<file path="src/amc_pkg.sv">
/*
 * package for the authentication message codec: message type codes,
 * element identifiers, element lengths, value widths and carrier structs.
 * assumes a single clock domain; no software registers.
 */
package amc_pkg;

	// -------------------------------------------------------------------
	// message types
	// -------------------------------------------------------------------
	localparam logic [7:0] AMC_MT_REQUEST = 8'h40;
	localparam logic [7:0] AMC_MT_REPLY   = 8'h41;
	localparam int         AMC_MT_TOP_BIT = 7;

	// -------------------------------------------------------------------
	// element identifiers and lengths (bytes, whole element)
	// -------------------------------------------------------------------
	localparam logic [7:0] AMC_EI_CHALLENGE = 8'h0C;
	localparam logic [7:0] AMC_EI_RESPONSE  = 8'h0D;
	localparam logic [7:0] AMC_EI_SEED      = 8'h0E;
	localparam logic [7:0] AMC_EI_AUTH_TYPE = 8'h0A;

	localparam logic [7:0] AMC_LEN_CHALLENGE = 8'h0A;
	localparam logic [7:0] AMC_LEN_RESPONSE  = 8'h06;
	localparam logic [7:0] AMC_LEN_SEED_G1   = 8'h0A;
	localparam logic [7:0] AMC_LEN_SEED_G2   = 8'h12;
	localparam logic [7:0] AMC_LEN_AUTH_TYPE = 8'h05;
	localparam logic [7:0] AMC_HDR_OCTETS    = 8'h02;

	// auth-type payload octets carried opaquely
	localparam int AMC_AUTH_TYPE_BITS = 24;
	localparam int AMC_CHAL_BITS      = 64;
	localparam int AMC_RESP_BITS      = 32;
	localparam int AMC_SEED_BITS      = 128;

	// -------------------------------------------------------------------
	// carriers
	// -------------------------------------------------------------------
	typedef enum logic [1:0] {
		AMC_E_AUTH = 2'b00,
		AMC_E_SEED = 2'b01,
		AMC_E_CHAL = 2'b10,
		AMC_E_RESP = 2'b11
	} amc_elem_t;

	typedef struct packed {
		logic                          is_reply;
		logic                          from_fixed;
		logic                          gen2;
		logic                          type2;
		logic                          key_alloc;
		logic [AMC_AUTH_TYPE_BITS-1:0] auth_type;
		logic [AMC_CHAL_BITS-1:0]      challenge;
		logic [AMC_RESP_BITS-1:0]      response;
		logic [AMC_SEED_BITS-1:0]      seed;
	} amc_msg_t;

	typedef struct packed {
		logic       is_auth;
		logic       is_reply;
		logic       has_auth_type;
		logic       has_seed;
		logic       has_challenge;
		logic       has_response;
		logic       err;
	} amc_rx_stat_t;

endpackage

</file>
<file path="src/amc_codec.sv">
/*
 * authentication message codec top: builds an outgoing message as an
 * octet stream from a request struct, and parses incoming octet streams.
 * assumes sink and source on the same clock; tx stream is valid/ready.
 */
// Behaviour
// - request type 0x40, reply type 0x41
// - message type top bit always zero
// - portable request: auth-type plus portable challenge
// - fixed request: auth-type, seed, fixed challenge
// - reply elements chosen by originator side
// - portable request response only in key allocation
// - reply challenge only gen2 with type-2
// - seed 128 bits gen2 type-2, else 64; receive side expects 128 whenever rx_gen2
// - gen1 values sent most significant first
// - gen2 top bit in octet 3
// - gen2 bottom bits octets 10, 6, 18
// - identifiers 0x0C, 0x0D, 0x0E, 0x0A
// - lengths 10, 6, 5; seed 10 or 18
// - auth-type in every request
`timescale 1ns/1ns
module amc_codec
	import amc_pkg::*;
(
	input  wire logic               clk,
	input  wire logic               resetn,
	input  wire logic               tx_start,
	input  amc_msg_t                tx_msg,
	output logic                    tx_busy,
	output logic                    tx_valid,
	output logic [7:0]              tx_data,
	output logic                    tx_last,
	input  wire logic               tx_ready,
	input  wire logic               rx_gen2,
	input  wire logic               rx_valid,
	input  wire logic [7:0]         rx_data,
	input  wire logic               rx_last,
	output logic                    rx_done,
	output amc_rx_stat_t            rx_stat,
	output amc_msg_t                rx_msg
);

	typedef enum logic [1:0] {
		AMC_T_IDLE = 2'b00,
		AMC_T_TYPE = 2'b01,
		AMC_T_HDR  = 2'b10,
		AMC_T_BODY = 2'b11
	} amc_tst_t;

	amc_tst_t    st_q, st_d;
	amc_msg_t    m_q, m_d;
	logic [3:0]  incl_q, incl_d;
	amc_elem_t   el_q, el_d;
	logic        hdr_q, hdr_d;
	logic [7:0]  left_q, left_d;
	logic [7:0]  out_q, out_d;
	logic        last_q, last_d;
	logic [3:0]  incl;
	logic        wide;
	logic [7:0]  el_id;
	logic [7:0]  el_len;
	logic [3:0]  rest;
	amc_elem_t   next_el;
	logic        any_next;

	assign tx_busy  = (st_q != AMC_T_IDLE);
	assign tx_valid = (st_q != AMC_T_IDLE);
	assign tx_data  = out_q;
	assign tx_last  = last_q;

	// -------------------------------------------------------------------
	// element selection, bit i = amc_elem_t value i
	// -------------------------------------------------------------------
	always_comb begin
		incl = 4'h0;
		wide = tx_msg.gen2 && tx_msg.type2;
		if (!tx_msg.is_reply) begin
			incl[AMC_E_AUTH] = 1'b1;
			incl[AMC_E_CHAL] = 1'b1;
			incl[AMC_E_SEED] = tx_msg.from_fixed;
			incl[AMC_E_RESP] = !tx_msg.from_fixed && tx_msg.key_alloc;
		end else begin
			incl[AMC_E_RESP] = 1'b1;
			incl[AMC_E_SEED] = tx_msg.from_fixed;
			incl[AMC_E_CHAL] = wide;
		end
	end

	// -------------------------------------------------------------------
	// identifier and length of current element
	// -------------------------------------------------------------------
	always_comb begin
		case (el_q)
			AMC_E_AUTH: begin
				el_id  = AMC_EI_AUTH_TYPE;
				el_len = AMC_LEN_AUTH_TYPE;
			end
			AMC_E_SEED: begin
				el_id  = AMC_EI_SEED;
				el_len = (m_q.gen2 && m_q.type2) ? AMC_LEN_SEED_G2 : AMC_LEN_SEED_G1;
			end
			AMC_E_CHAL: begin
				el_id  = AMC_EI_CHALLENGE;
				el_len = AMC_LEN_CHALLENGE;
			end
			AMC_E_RESP: begin
				el_id  = AMC_EI_RESPONSE;
				el_len = AMC_LEN_RESPONSE;
			end
			default: begin
				el_id  = AMC_EI_AUTH_TYPE;
				el_len = AMC_LEN_AUTH_TYPE;
			end
		endcase
	end

	// -------------------------------------------------------------------
	// lowest pending element after removing current
	// -------------------------------------------------------------------
	always_comb begin
		rest     = incl_q & ~(4'h1 << el_q);
		any_next = |rest;
		next_el  = AMC_E_AUTH;
		for (int i = 3; i >= 0; i--) begin
			if (rest[i]) begin
				next_el = amc_elem_t'(i[1:0]);
			end
		end
	end

	// -------------------------------------------------------------------
	// transmit walker
	// -------------------------------------------------------------------
	always_comb begin
		st_d   = st_q;
		m_d    = m_q;
		incl_d = incl_q;
		el_d   = el_q;
		hdr_d  = hdr_q;
		left_d = left_q;
		out_d  = out_q;
		last_d = last_q;
		case (st_q)
			AMC_T_IDLE: begin
				if (tx_start) begin
					m_d    = tx_msg;
					incl_d = incl;
					el_d   = AMC_E_AUTH;
					for (int i = 3; i >= 0; i--) begin
						if (incl[i]) begin
							el_d = amc_elem_t'(i[1:0]);
						end
					end
					out_d  = tx_msg.is_reply ? AMC_MT_REPLY : AMC_MT_REQUEST;
					last_d = 1'b0;
					st_d   = AMC_T_TYPE;
				end
			end
			AMC_T_TYPE: begin
				if (tx_ready) begin
					out_d = el_id;
					hdr_d = 1'b1;
					st_d  = AMC_T_HDR;
				end
			end
			AMC_T_HDR: begin
				if (tx_ready) begin
					if (hdr_q) begin
						out_d  = el_len - AMC_HDR_OCTETS;
						hdr_d  = 1'b0;
					end else begin
						left_d = el_len - AMC_HDR_OCTETS;
						st_d   = AMC_T_BODY;
						// values leave most significant octet first
						case (el_q)
							AMC_E_AUTH: begin
								out_d = m_q.auth_type[AMC_AUTH_TYPE_BITS-1 -: 8];
								m_d.auth_type = m_q.auth_type << 8;
							end
							AMC_E_SEED: begin
								if (m_q.gen2 && m_q.type2) begin
									out_d = m_q.seed[AMC_SEED_BITS-1 -: 8];
									m_d.seed = m_q.seed << 8;
								end else begin
									out_d = m_q.seed[AMC_CHAL_BITS-1 -: 8];
									m_d.seed = {m_q.seed[AMC_SEED_BITS-1:AMC_CHAL_BITS],
										m_q.seed[AMC_CHAL_BITS-9:0], 8'h00};
								end
							end
							AMC_E_CHAL: begin
								out_d = m_q.challenge[AMC_CHAL_BITS-1 -: 8];
								m_d.challenge = m_q.challenge << 8;
							end
							default: begin
								out_d = m_q.response[AMC_RESP_BITS-1 -: 8];
								m_d.response = m_q.response << 8;
							end
						endcase
						last_d = !any_next && (el_len - AMC_HDR_OCTETS == 8'h01);
					end
				end
			end
			AMC_T_BODY: begin
				if (tx_ready) begin
					if (last_q) begin
						st_d   = AMC_T_IDLE;
						last_d = 1'b0;
					end else if (left_q == 8'h01) begin
						incl_d = rest;    // finished element dropped, order only advances
						el_d  = next_el;
						hdr_d = 1'b1;
						st_d  = AMC_T_HDR;
						case (next_el)
							AMC_E_AUTH: out_d = AMC_EI_AUTH_TYPE;
							AMC_E_SEED: out_d = AMC_EI_SEED;
							AMC_E_CHAL: out_d = AMC_EI_CHALLENGE;
							default:    out_d = AMC_EI_RESPONSE;
						endcase
					end else begin
						left_d = left_q - 8'h01;
						last_d = !any_next && (left_q == 8'h02);
						case (el_q)
							AMC_E_AUTH: begin
								out_d = m_q.auth_type[AMC_AUTH_TYPE_BITS-1 -: 8];
								m_d.auth_type = m_q.auth_type << 8;
							end
							AMC_E_SEED: begin
								if (m_q.gen2 && m_q.type2) begin
									out_d = m_q.seed[AMC_SEED_BITS-1 -: 8];
									m_d.seed = m_q.seed << 8;
								end else begin
									out_d = m_q.seed[AMC_CHAL_BITS-1 -: 8];
									m_d.seed = {m_q.seed[AMC_SEED_BITS-1:AMC_CHAL_BITS],
										m_q.seed[AMC_CHAL_BITS-9:0], 8'h00};
								end
							end
							AMC_E_CHAL: begin
								out_d = m_q.challenge[AMC_CHAL_BITS-1 -: 8];
								m_d.challenge = m_q.challenge << 8;
							end
							default: begin
								out_d = m_q.response[AMC_RESP_BITS-1 -: 8];
								m_d.response = m_q.response << 8;
							end
						endcase
					end
				end
			end
			default: st_d = AMC_T_IDLE;
		endcase
	end

	always_ff @(posedge clk or negedge resetn) begin
		if (!resetn) begin
			st_q   <= AMC_T_IDLE;
			m_q    <= '0;
			incl_q <= 4'h0;
			el_q   <= AMC_E_AUTH;
			hdr_q  <= 1'b0;
			left_q <= 8'h00;
			out_q  <= 8'h00;
			last_q <= 1'b0;
		end else begin
			st_q   <= st_d;
			m_q    <= m_d;
			incl_q <= incl_d;
			el_q   <= el_d;
			hdr_q  <= hdr_d;
			left_q <= left_d;
			out_q  <= out_d;
			last_q <= last_d;
		end
	end

	// -------------------------------------------------------------------
	// receive side
	// -------------------------------------------------------------------
	amc_parser u_parser (
		.clk      (clk),
		.resetn   (resetn),
		.gen2     (rx_gen2),
		.rx_valid (rx_valid),
		.rx_data  (rx_data),
		.rx_last  (rx_last),
		.done     (rx_done),
		.stat     (rx_stat),
		.msg      (rx_msg)
	);

endmodule

</file>
<file path="src/amc_parser.sv">
/*
 * receive-side parser: walks an octet stream of one message, checks type,
 * identifiers and lengths, and extracts values most significant first.
 * assumes octets from logic on the same clock; rx_last marks final octet.
 */
`timescale 1ns/1ns
module amc_parser
	import amc_pkg::*;
(
	input  wire logic               clk,
	input  wire logic               resetn,
	input  wire logic               gen2,
	input  wire logic               rx_valid,
	input  wire logic [7:0]         rx_data,
	input  wire logic               rx_last,
	output logic                    done,
	output amc_rx_stat_t            stat,
	output amc_msg_t                msg
);

	typedef enum logic [1:0] {
		AMC_P_TYPE = 2'b00,
		AMC_P_EI   = 2'b01,
		AMC_P_LEN  = 2'b10,
		AMC_P_BODY = 2'b11
	} amc_pst_t;

	amc_pst_t     st_q, st_d;
	logic [7:0]   ei_q, ei_d;
	logic [7:0]   left_q, left_d;
	logic         done_q, done_d;
	amc_rx_stat_t stat_q, stat_d;
	amc_msg_t     msg_q, msg_d;
	logic [7:0]   exp_len;
	logic         known;

	assign done = done_q;
	assign stat = stat_q;
	assign msg  = msg_q;

	// -------------------------------------------------------------------
	// expected length per identifier
	// -------------------------------------------------------------------
	always_comb begin
		known   = 1'b1;
		exp_len = AMC_LEN_CHALLENGE;
		case (ei_q)
			AMC_EI_CHALLENGE: exp_len = AMC_LEN_CHALLENGE;
			AMC_EI_RESPONSE:  exp_len = AMC_LEN_RESPONSE;
			AMC_EI_SEED:      exp_len = gen2 ? AMC_LEN_SEED_G2 : AMC_LEN_SEED_G1;
			AMC_EI_AUTH_TYPE: exp_len = AMC_LEN_AUTH_TYPE;
			default:          known   = 1'b0;
		endcase
	end

	// -------------------------------------------------------------------
	// walker
	// -------------------------------------------------------------------
	always_comb begin
		st_d   = st_q;
		ei_d   = ei_q;
		left_d = left_q;
		done_d = 1'b0;
		stat_d = stat_q;
		msg_d  = msg_q;
		msg_d.gen2 = gen2;
		if (rx_valid) begin
			case (st_q)
				AMC_P_TYPE: begin
					stat_d = '0;
					stat_d.is_auth = ~rx_data[AMC_MT_TOP_BIT] &&
						(rx_data == AMC_MT_REQUEST || rx_data == AMC_MT_REPLY);
					stat_d.is_reply = (rx_data == AMC_MT_REPLY);
					msg_d.is_reply  = (rx_data == AMC_MT_REPLY);
					st_d = AMC_P_EI;
				end
				AMC_P_EI: begin
					ei_d = rx_data;
					st_d = AMC_P_LEN;
				end
				AMC_P_LEN: begin
					// length octet counts contents; element = contents + header
					if (!known || (rx_data + AMC_HDR_OCTETS) != exp_len) begin
						stat_d.err = 1'b1;
					end
					left_d = rx_data;
					st_d   = (rx_data == 8'h00) ? AMC_P_EI : AMC_P_BODY;
				end
				AMC_P_BODY: begin
					case (ei_q)
						AMC_EI_CHALLENGE: begin
							msg_d.challenge = {msg_q.challenge[AMC_CHAL_BITS-9:0], rx_data};
							stat_d.has_challenge = 1'b1;
						end
						AMC_EI_RESPONSE: begin
							msg_d.response = {msg_q.response[AMC_RESP_BITS-9:0], rx_data};
							stat_d.has_response = 1'b1;
						end
						AMC_EI_SEED: begin
							msg_d.seed = {msg_q.seed[AMC_SEED_BITS-9:0], rx_data};
							stat_d.has_seed = 1'b1;
						end
						AMC_EI_AUTH_TYPE: begin
							msg_d.auth_type = {msg_q.auth_type[AMC_AUTH_TYPE_BITS-9:0], rx_data};
							stat_d.has_auth_type = 1'b1;
						end
						default: begin
						end
					endcase
					left_d = left_q - 8'h01;
					if (left_q == 8'h01) begin
						st_d = AMC_P_EI;
					end
				end
				default: st_d = AMC_P_TYPE;
			endcase
			if (rx_last) begin
				if (st_q != AMC_P_TYPE && !(st_q == AMC_P_BODY && left_q == 8'h01) &&
				    !(st_q == AMC_P_LEN && rx_data == 8'h00)) begin
					stat_d.err = 1'b1;
				end
				if (!stat_d.is_reply && !stat_d.has_auth_type) begin
					stat_d.err = 1'b1;
				end
				st_d   = AMC_P_TYPE;
				done_d = 1'b1;
			end
		end
	end

	always_ff @(posedge clk or negedge resetn) begin
		if (!resetn) begin
			st_q   <= AMC_P_TYPE;
			ei_q   <= 8'h00;
			left_q <= 8'h00;
			done_q <= 1'b0;
			stat_q <= '0;
			msg_q  <= '0;
		end else begin
			st_q   <= st_d;
			ei_q   <= ei_d;
			left_q <= left_d;
			done_q <= done_d;
			stat_q <= stat_d;
			msg_q  <= msg_d;
		end
	end

endmodule

</file>
<file path="config.mk">
export PLATFORM = sky130hd
export DESIGN_NAME = amc_codec
export DESIGN_NICKNAME = d
export VERILOG_FILES = /design/src/amc_pkg.sv /design/src/amc_codec.sv /design/src/amc_parser.sv
export SDC_FILE = /design/constraint.sdc
export NUM_CORES = 1
export LEC_CHECK = 0
export BUFFER_PORTS_ARGS = -buffer_cell sky130_fd_sc_hd__buf_4
export CORE_UTILIZATION = 25
export DETAILED_ROUTE_END_ITERATION = 8
export SYNTH_ARGS = -nofsm -noshare
export SYNTH_HDL_FRONTEND = slang
export SYNTH_SLANG_ARGS = --single-unit
</file>
<file path="constraint.sdc">
create_clock -name clk -period 3.08 [get_ports clk]
set_input_delay 0.616 -clock clk [delete_from_list [all_inputs] [get_ports clk]]
set_output_delay 0.616 -clock clk [all_outputs]
set_load 0.05 [all_outputs]
</file>
==> results.py, run 1 <==
metrics = {
    "cts": {
        "ctsRootBufferMaster": "clkbuf_16",
        "cts_htree_levels": 2,
        "clkTransAtPathRegs_ns": 0.06,
        "cts_tree": "done",
        "numCtsBuffers": 61,
        "cts.sinks": 552,
        "worst_skew_pair.late_latency_ns": 0.66,
        "cts_resized": 0,
        "clockBufferDepth": 3,
    },
    "synthesis": {
        "ys_ff_latch": 552,
        "yosysWarnings": 0,
        "syn_avg_cell_area_um2": 11.82,
        "synthFlopType": "dfrtp_1",
        "ys_types": 72,
        "syn-cell-area_mm2": 0.02426,
        "post_synth_inst_count": 2053,
        "synth_edf_count": 0,
        "async_flop_share_pct": 100.0,
        "yosysSeqAreaShare_pct": 56.94,
    },
    "timing": {
        "slew_violations": 0,
        "worst_pin_slew_ns": 1.081,
        "finalCriticalPeriod_ns": 2.540,
        "finClkSkew_ns": 0.02580,
        "fmax_mhz": 393.7,
        "slew_headroom_pct": 27.94,
        "timing.hold.ws_ns": 0.1582,
        "period_share_pct": 82.48,
        "finalSetupViolations": 0,
        "final.setup.tns_ns": 0,
        "rsz0062_at_grt": "false",
        "hold_violations": 0,
    },
    "floorplan": {
        "die_h_um": 313.5,
        "core-area_mm2": 0.09558,
        "die_w_um": 313.5,
        "pin_count": 540,
        "start_util_pct": 25.38,
        "die_area_mm2": 0.09829,
        "rows": 113,
    },
    "finish": {
        "fin_cells": 3883,
        "post-route-util_pct": 33.37,
        "synthToLayoutAreaGrowth_pct": 31.48,
        "final_cell_mix": "577 x buf_4, 551 x dfrtp_1, 250 x mux2_2, 222 x mux2i_1, 170 x a21oi_1",
        "nets": 2859,
        "diodes": 0,
        "drive_above_1_share_pct": 36.82,
        "mostFrequentLayoutCell": "buf_4",
    },
    "grt": {
        "grt_use_total_pct": 14.09,
        "grt_max_degree": 108,
        "grt_pass1_vias": 17780,
        "antenna_found_initial": 2,
        "grt_pass1_wl_mm": 107.7,
        "grt_overflow": 0,
    },
    "setup_path": {
        "critPathMaxFanout": 43,
        "start_kind": "register",
        "worstSetupPathType": "register to register",
        "r2r_end": "u_parser.msg[121]",
        "cp.arrival_ns": 3.06,
        "worstPathRequired_ns": 3.60,
        "r2r_start": "u_parser.ei_q[5]",
        "ff2ff_setup_slack_ns": 0.54,
        "crit_path_end_kind": "register",
        "reg2regPathDepth": 6,
    },
    "flow_run": {
        "maxCapViolCount": 0,
    },
    "placement": {
        "hpwl_mm": 51.39,
        "portBuffers": 536,
        "placed_cells": 3776,
        "place_congestion": 0.8115,
    },
    "status": {
        "status": "finished, final reports clean",
    },
    "routing": {
        "dr.pass1.iters": 5,
        "drcViolationCount": 0,
        "drt_iter0_drc": 1104,
        "drt-wirelength-per-cell_um": 18.32,
        "avgViaCountPerCell": 4.509,
        "antenna_left": 0,
        "wirelength_mm": 71.14,
        "routed-via-count": 17510,
    },
    "power_and_ir_drop": {
        "switchingPower_mw": 6.699,
        "combinationalPowerShare_pct": 20.7,
        "seq_power_share_pct": 44.8,
        "p_per_area_mw_per_mm2": 686.0,
        "peakVddDrop_v": 0.0004177,
        "power.leakage_nw": 16.51,
        "pwr-share-clk_pct": 34.6,
        "internal_power_mw": 15.18,
        "switching_share_pct": 30.61,
    },
    "worst_hold_path": {
        "hold_start": "rx_gen2",
        "worstHoldEndpoint": "u_parser.msg[250]",
        "hold_path.class": "primary input to register",
        "hold_depth": 1,
    },
}
[cells by family after synthesis]
logic type      after synthesis  synth area share, %
flops                       552                56.94
mux                         478                21.04
simple gates                417                7.582
compound gates              399                9.629
buf+inv                     187                3.858
fa+ha+maj                    16               0.8252
xor+xnor                      3               0.1083
other cells                   1              0.01546
[what timing repair did]
item,in CTS,in global routing
setup endpoints to repair,0,0
hold buffers,1,0
buffers inserted,0,0
endpoints found under the hold margin,17,0
[layout make-up]
cell class | count | area (um2)
fill | 9705 | 63680
sequential | 552 | 13820
multi-input combinational | 1316 | 9563
timing repair buffer | 595 | 4677
clock buffer | 87 | 1774
tap | 1265 | 1583
clock inverter | 19 | 297.8
inverter | 49 | 183.9
[sequential cells by signal, indices dropped and copies added, names as in the netlist]
register	flops
m_q	250
u_parser.msg	250
left_q	8
tx_data	8
u_parser.ei_q	8
u_parser.left_q	8
u_parser.stat	7
incl_q	4
el_q	2
st_q	2
u_parser.st_q	2
hdr_q	1
tx_last	1
u_parser.done	1
[Yosys cell counts, types with 16 or more instances]
cell      number  area share (%)
ha_1          16            0.83
o21ai_1       29            0.60
o21ai_0      117             2.4
buf_4         20            0.62
nor2_1       161             2.5
dfrtp_1      552              57
nand3_1       53             1.1
mux2i_1      222             9.2
nand2_1      140             2.2
inv_1         46            0.71
a21oi_1      170             3.5
mux2_2       250              12
clkbuf_1      44            0.68
buf_2         60             1.2
[power by group through the flow]
stage	registers, mW	logic, mW	clock network, mW
after floorplan	9.72	2.91	0
after global placement	9.92	4.47	0
after detailed placement	9.97	4.55	0
after CTS	9.83	4.59	7.82
after global routing	10.0	5.14	8.07
final	9.80	4.53	7.56
[layer usage]
layer | global-route usage, % | up-vias | routed length (um)
li1 | - | 8289 | -
met1 | 18.31 | 8624 | 30940
met2 | 22.93 | 502 | 33440
met3 | 3.919 | 91 | 5221
met4 | 3.792 | 4 | 1516
met5 | 0 | - | 19
[worst max-delay path: stages (launching register included)]
cell,delay [ns]
dfrtp_1,0.38
nor3b_2,0.28
and4b_1,0.37
nand3_2,0.16
nor2_4,0.50
buf_12,0.32
mux2_2,0.37
[stage by stage]
stage               total power, mW  instance area, um2  setup WS [ns]
floorplan                     12.63               24270          1.084
global placement              14.40               29810         0.6251
detailed placement            14.52               29810         0.5771
CTS                           22.25               31900         0.5183
global route                  23.20               31900         0.4015
finish                        21.88               31900         0.5398
[worst max path at each step]
stage                     start           endpoint  slack, ns  cells after the start
6_report       u_parser.ei_q[5]  u_parser.msg[121]       0.54                      6
5_1_grt                 st_q[0]          left_q[2]       0.40                      6
4_1_cts                 st_q[1]           tx_valid       0.52                      2
2_1_floorplan           st_q[0]           m_q[120]       1.08                      9
3_5_place_dp   u_parser.ei_q[5]   u_parser.msg[18]       0.58                      6
3_3_place_gp   u_parser.ei_q[5]  u_parser.msg[126]       0.63                      6
(Power assumes the default switching activity.)
==> inputs of run 2 (changes only) <==
- clock period: 3.08 -> 2.2 ns (I/O delays scaled with it)
==> run 2 against run 1 <==
Largest cell class unchanged. Non-clock buffer count increased by 76. Register-to-register slack got worse by 0.46 ns. Via count is 1.5% higher. Flip-flop and latch count unchanged. Clock-buffer cell count increased by 7. Power grew 46%. Sequential share of layout area is 1.6 points lower. Sequential power up 40%. Clock power increased by 46%. Cell area up 3.9%. Utilization is 1.3 points higher. Combinational power increased by 57%.
==> results.py, run 2 (same netlist as run 1, synthesis figures left out) <==
metrics = {
    "setup_path": {
        "critPathSlowestCell": "dfrtp_1",
        "cp_top_family": "buffers and inverters",
        "worstPathRequired_ns": 2.72,
        "reg2regPathDepth": 11,
        "worstSetupPathType": "register to register",
        "cp.arrival_ns": 2.64,
        "cp_common_cell": "buf_12",
        "crit_chain": "inv_2 > ha_4 > nor4b_4 > a21o_1 > buf_12 > a221oi_4 > buf_12 > buf_12 > buf_6 > nand3_1 > o21ai_1",
        "cp_num_cells": 11,
        "slowest_delay_ns": 0.38,
        "crit_path_end_kind": "register",
        "crit_buf_inv": 5,
        "critPathMaxFanout": 8,
        "start_kind": "register",
    },
    "finish": {
        "post-route-util_pct": 34.69,
        "final_cell_mix": "610 x buf_4, 549 x dfrtp_1, 250 x mux2_2, 222 x mux2i_1, 170 x a21oi_1",
        "synthToLayoutAreaGrowth_pct": 36.66,
        "diodes": 0,
        "mostFrequentLayoutCell": "buf_4",
        "drive_above_1_share_pct": 39.21,
        "final_cell_area_mm2": 0.03315,
        "nets": 2940,
    },
    "routing": {
        "routed-via-count": 17780,
        "avgViaCountPerCell": 4.477,
        "drcViolationCount": 0,
        "drt_iter0_drc": 1026,
        "drt-wirelength-per-cell_um": 18.40,
        "wirelength_mm": 73.05,
        "dr.pass1.iters": 8,
        "antenna_left": 0,
    },
    "worst_hold_path": {
        "hold_depth": 3,
        "hold_path.class": "primary input to register",
    },
    "grt": {
        "grt_overflow": 0,
        "grt_use_total_pct": 14.38,
        "grt_max_degree": 71,
        "grt_pass1_wl_mm": 109.9,
        "grt_pass1_vias": 18210,
        "antenna_found_initial": 2,
    },
    "timing": {
        "hold_violations": 0,
        "worst_pin_slew_ns": 0.5802,
        "slew_headroom_pct": 60.21,
        "period_share_pct": 96.22,
        "finalCriticalPeriod_ns": 2.117,
        "fmax_mhz": 472.4,
        "finClkSkew_ns": 0.01832,
        "slew_violations": 0,
        "finalSetupViolations": 0,
    },
    "cts": {
        "numCtsBuffers": 66,
        "clkTransAtPathRegs_ns": 0.06,
        "clockBufferDepth": 3,
        "cts_tree": "done",
        "cts_htree_levels": 3,
        "ctsRootBufferMaster": "clkbuf_16",
        "cts.sinks": 552,
        "worst_skew_pair.late_latency_ns": 0.61,
    },
    "power_and_ir_drop": {
        "power.leakage_nw": 17.13,
        "peakVddDrop_v": 0.0005760,
        "p_per_area_mw_per_mm2": 961.8,
    },
    "floorplan": {
        "start_util_pct": 25.38,
        "die_w_um": 313.5,
        "die_h_um": 313.5,
        "core-area_mm2": 0.09558,
        "pin_count": 540,
        "die_area_mm2": 0.09829,
        "rows": 113,
    },
    "placement": {
        "hpwl_mm": 52.76,
        "portBuffers": 536,
        "place_congestion": 0.8215,
        "placed_cell_area_mm2": 0.03036,
    },
    "flow_run": {
        "maxCapViolCount": 0,
    },
    "status": {
        "status": "finished, final reports clean",
    },
}
[run 2: cell count changes in the layout (fill, tap and decap cells not counted), sizes merged]
cell         previous run  this run
dlygate4sd3             1         5
clkinv                 11        15
buf                   594       657
clkbuf                 87       102
clkinvlp                2         4
inv                    49        50
bufinv                  6         4
bufbuf                  0         1
[run 2: tightest hold or removal path, stage by stage]
cell,delay (ns)
buf_4,0.08
nand3_1,0.06
o21ai_0,0.07
[run 2: final cells by class]
| type | instances | area (um2) |
|---|---|---|
| clock inverters | 24 | 275.3 |
| fillers | 9635 | 62420 |
| repair buffers | 671 | 5705 |
| multi-input cells | 1316 | 9656 |
| well taps | 1265 | 1583 |
| inverters | 49 | 183.9 |
| clock buffers | 94 | 1931 |
| flip-flops and latches | 552 | 13820 |
[run 2: final timing paths]
path,start,to,slack [ns]
worst max-delay path,left_q[1],m_q[162],0.08
worst min-delay path,tx_msg[130],m_q[130],0.07
worst max register to register,left_q[1],m_q[162],0.08
worst min register to register,m_q[231],m_q[231],0.47
max in group asynchronous,resetn,u_parser.left_q[1],1.05
min in group asynchronous,resetn,u_parser.msg[159],0.29
[run 2: through the flow]
| step | hold slack (ns) | setup WS (ns) | std cells | total power, mW | TNS [ns] |
|---|---|---|---|---|---|
| 2_1_floorplan | 0.1444 | 0.2043 | 2055 | 17.68 | 0 |
| 3_3_place_gp | 0.3478 | 0.02459 | 3825 | 20.42 | 0 |
| 3_5_place_dp | 0.3489 | 0.002020 | 3825 | 20.61 | 0 |
| 4_1_cts | 0.002394 | 0.009527 | 3951 | 31.96 | 0 |
| 5_1_grt | 0.03294 | -0.01505 | 3971 | 33.86 | -0.02047 |
| 6_report | 0.06694 | 0.08312 | 3971 | 31.89 | 0 |
[run 2: metal layers]
metal	wire length [um]	GRT usage [%]
met5	22	0
met4	1959	4.789
met3	5819	4.908
met2	34570	23.28
met1	30680	17.85
[run 2: power by group]
part	switching, mW	internal [mW]	total, mW
Combinational	3.83	3.27	7.10
Clock	4.42	6.62	11.0
Sequential	1.50	12.2	13.7
Total	9.75	22.1	31.9
[run 2: timing repair]
action	4_1_cts	5_1_grt
gates cloned	1	11
endpoints found under the setup margin	7	233
endpoints found under the hold margin	21	0
resized for setup	6	37
setup buffers	3	9
hold buffers	5	0
pin swaps	1	9
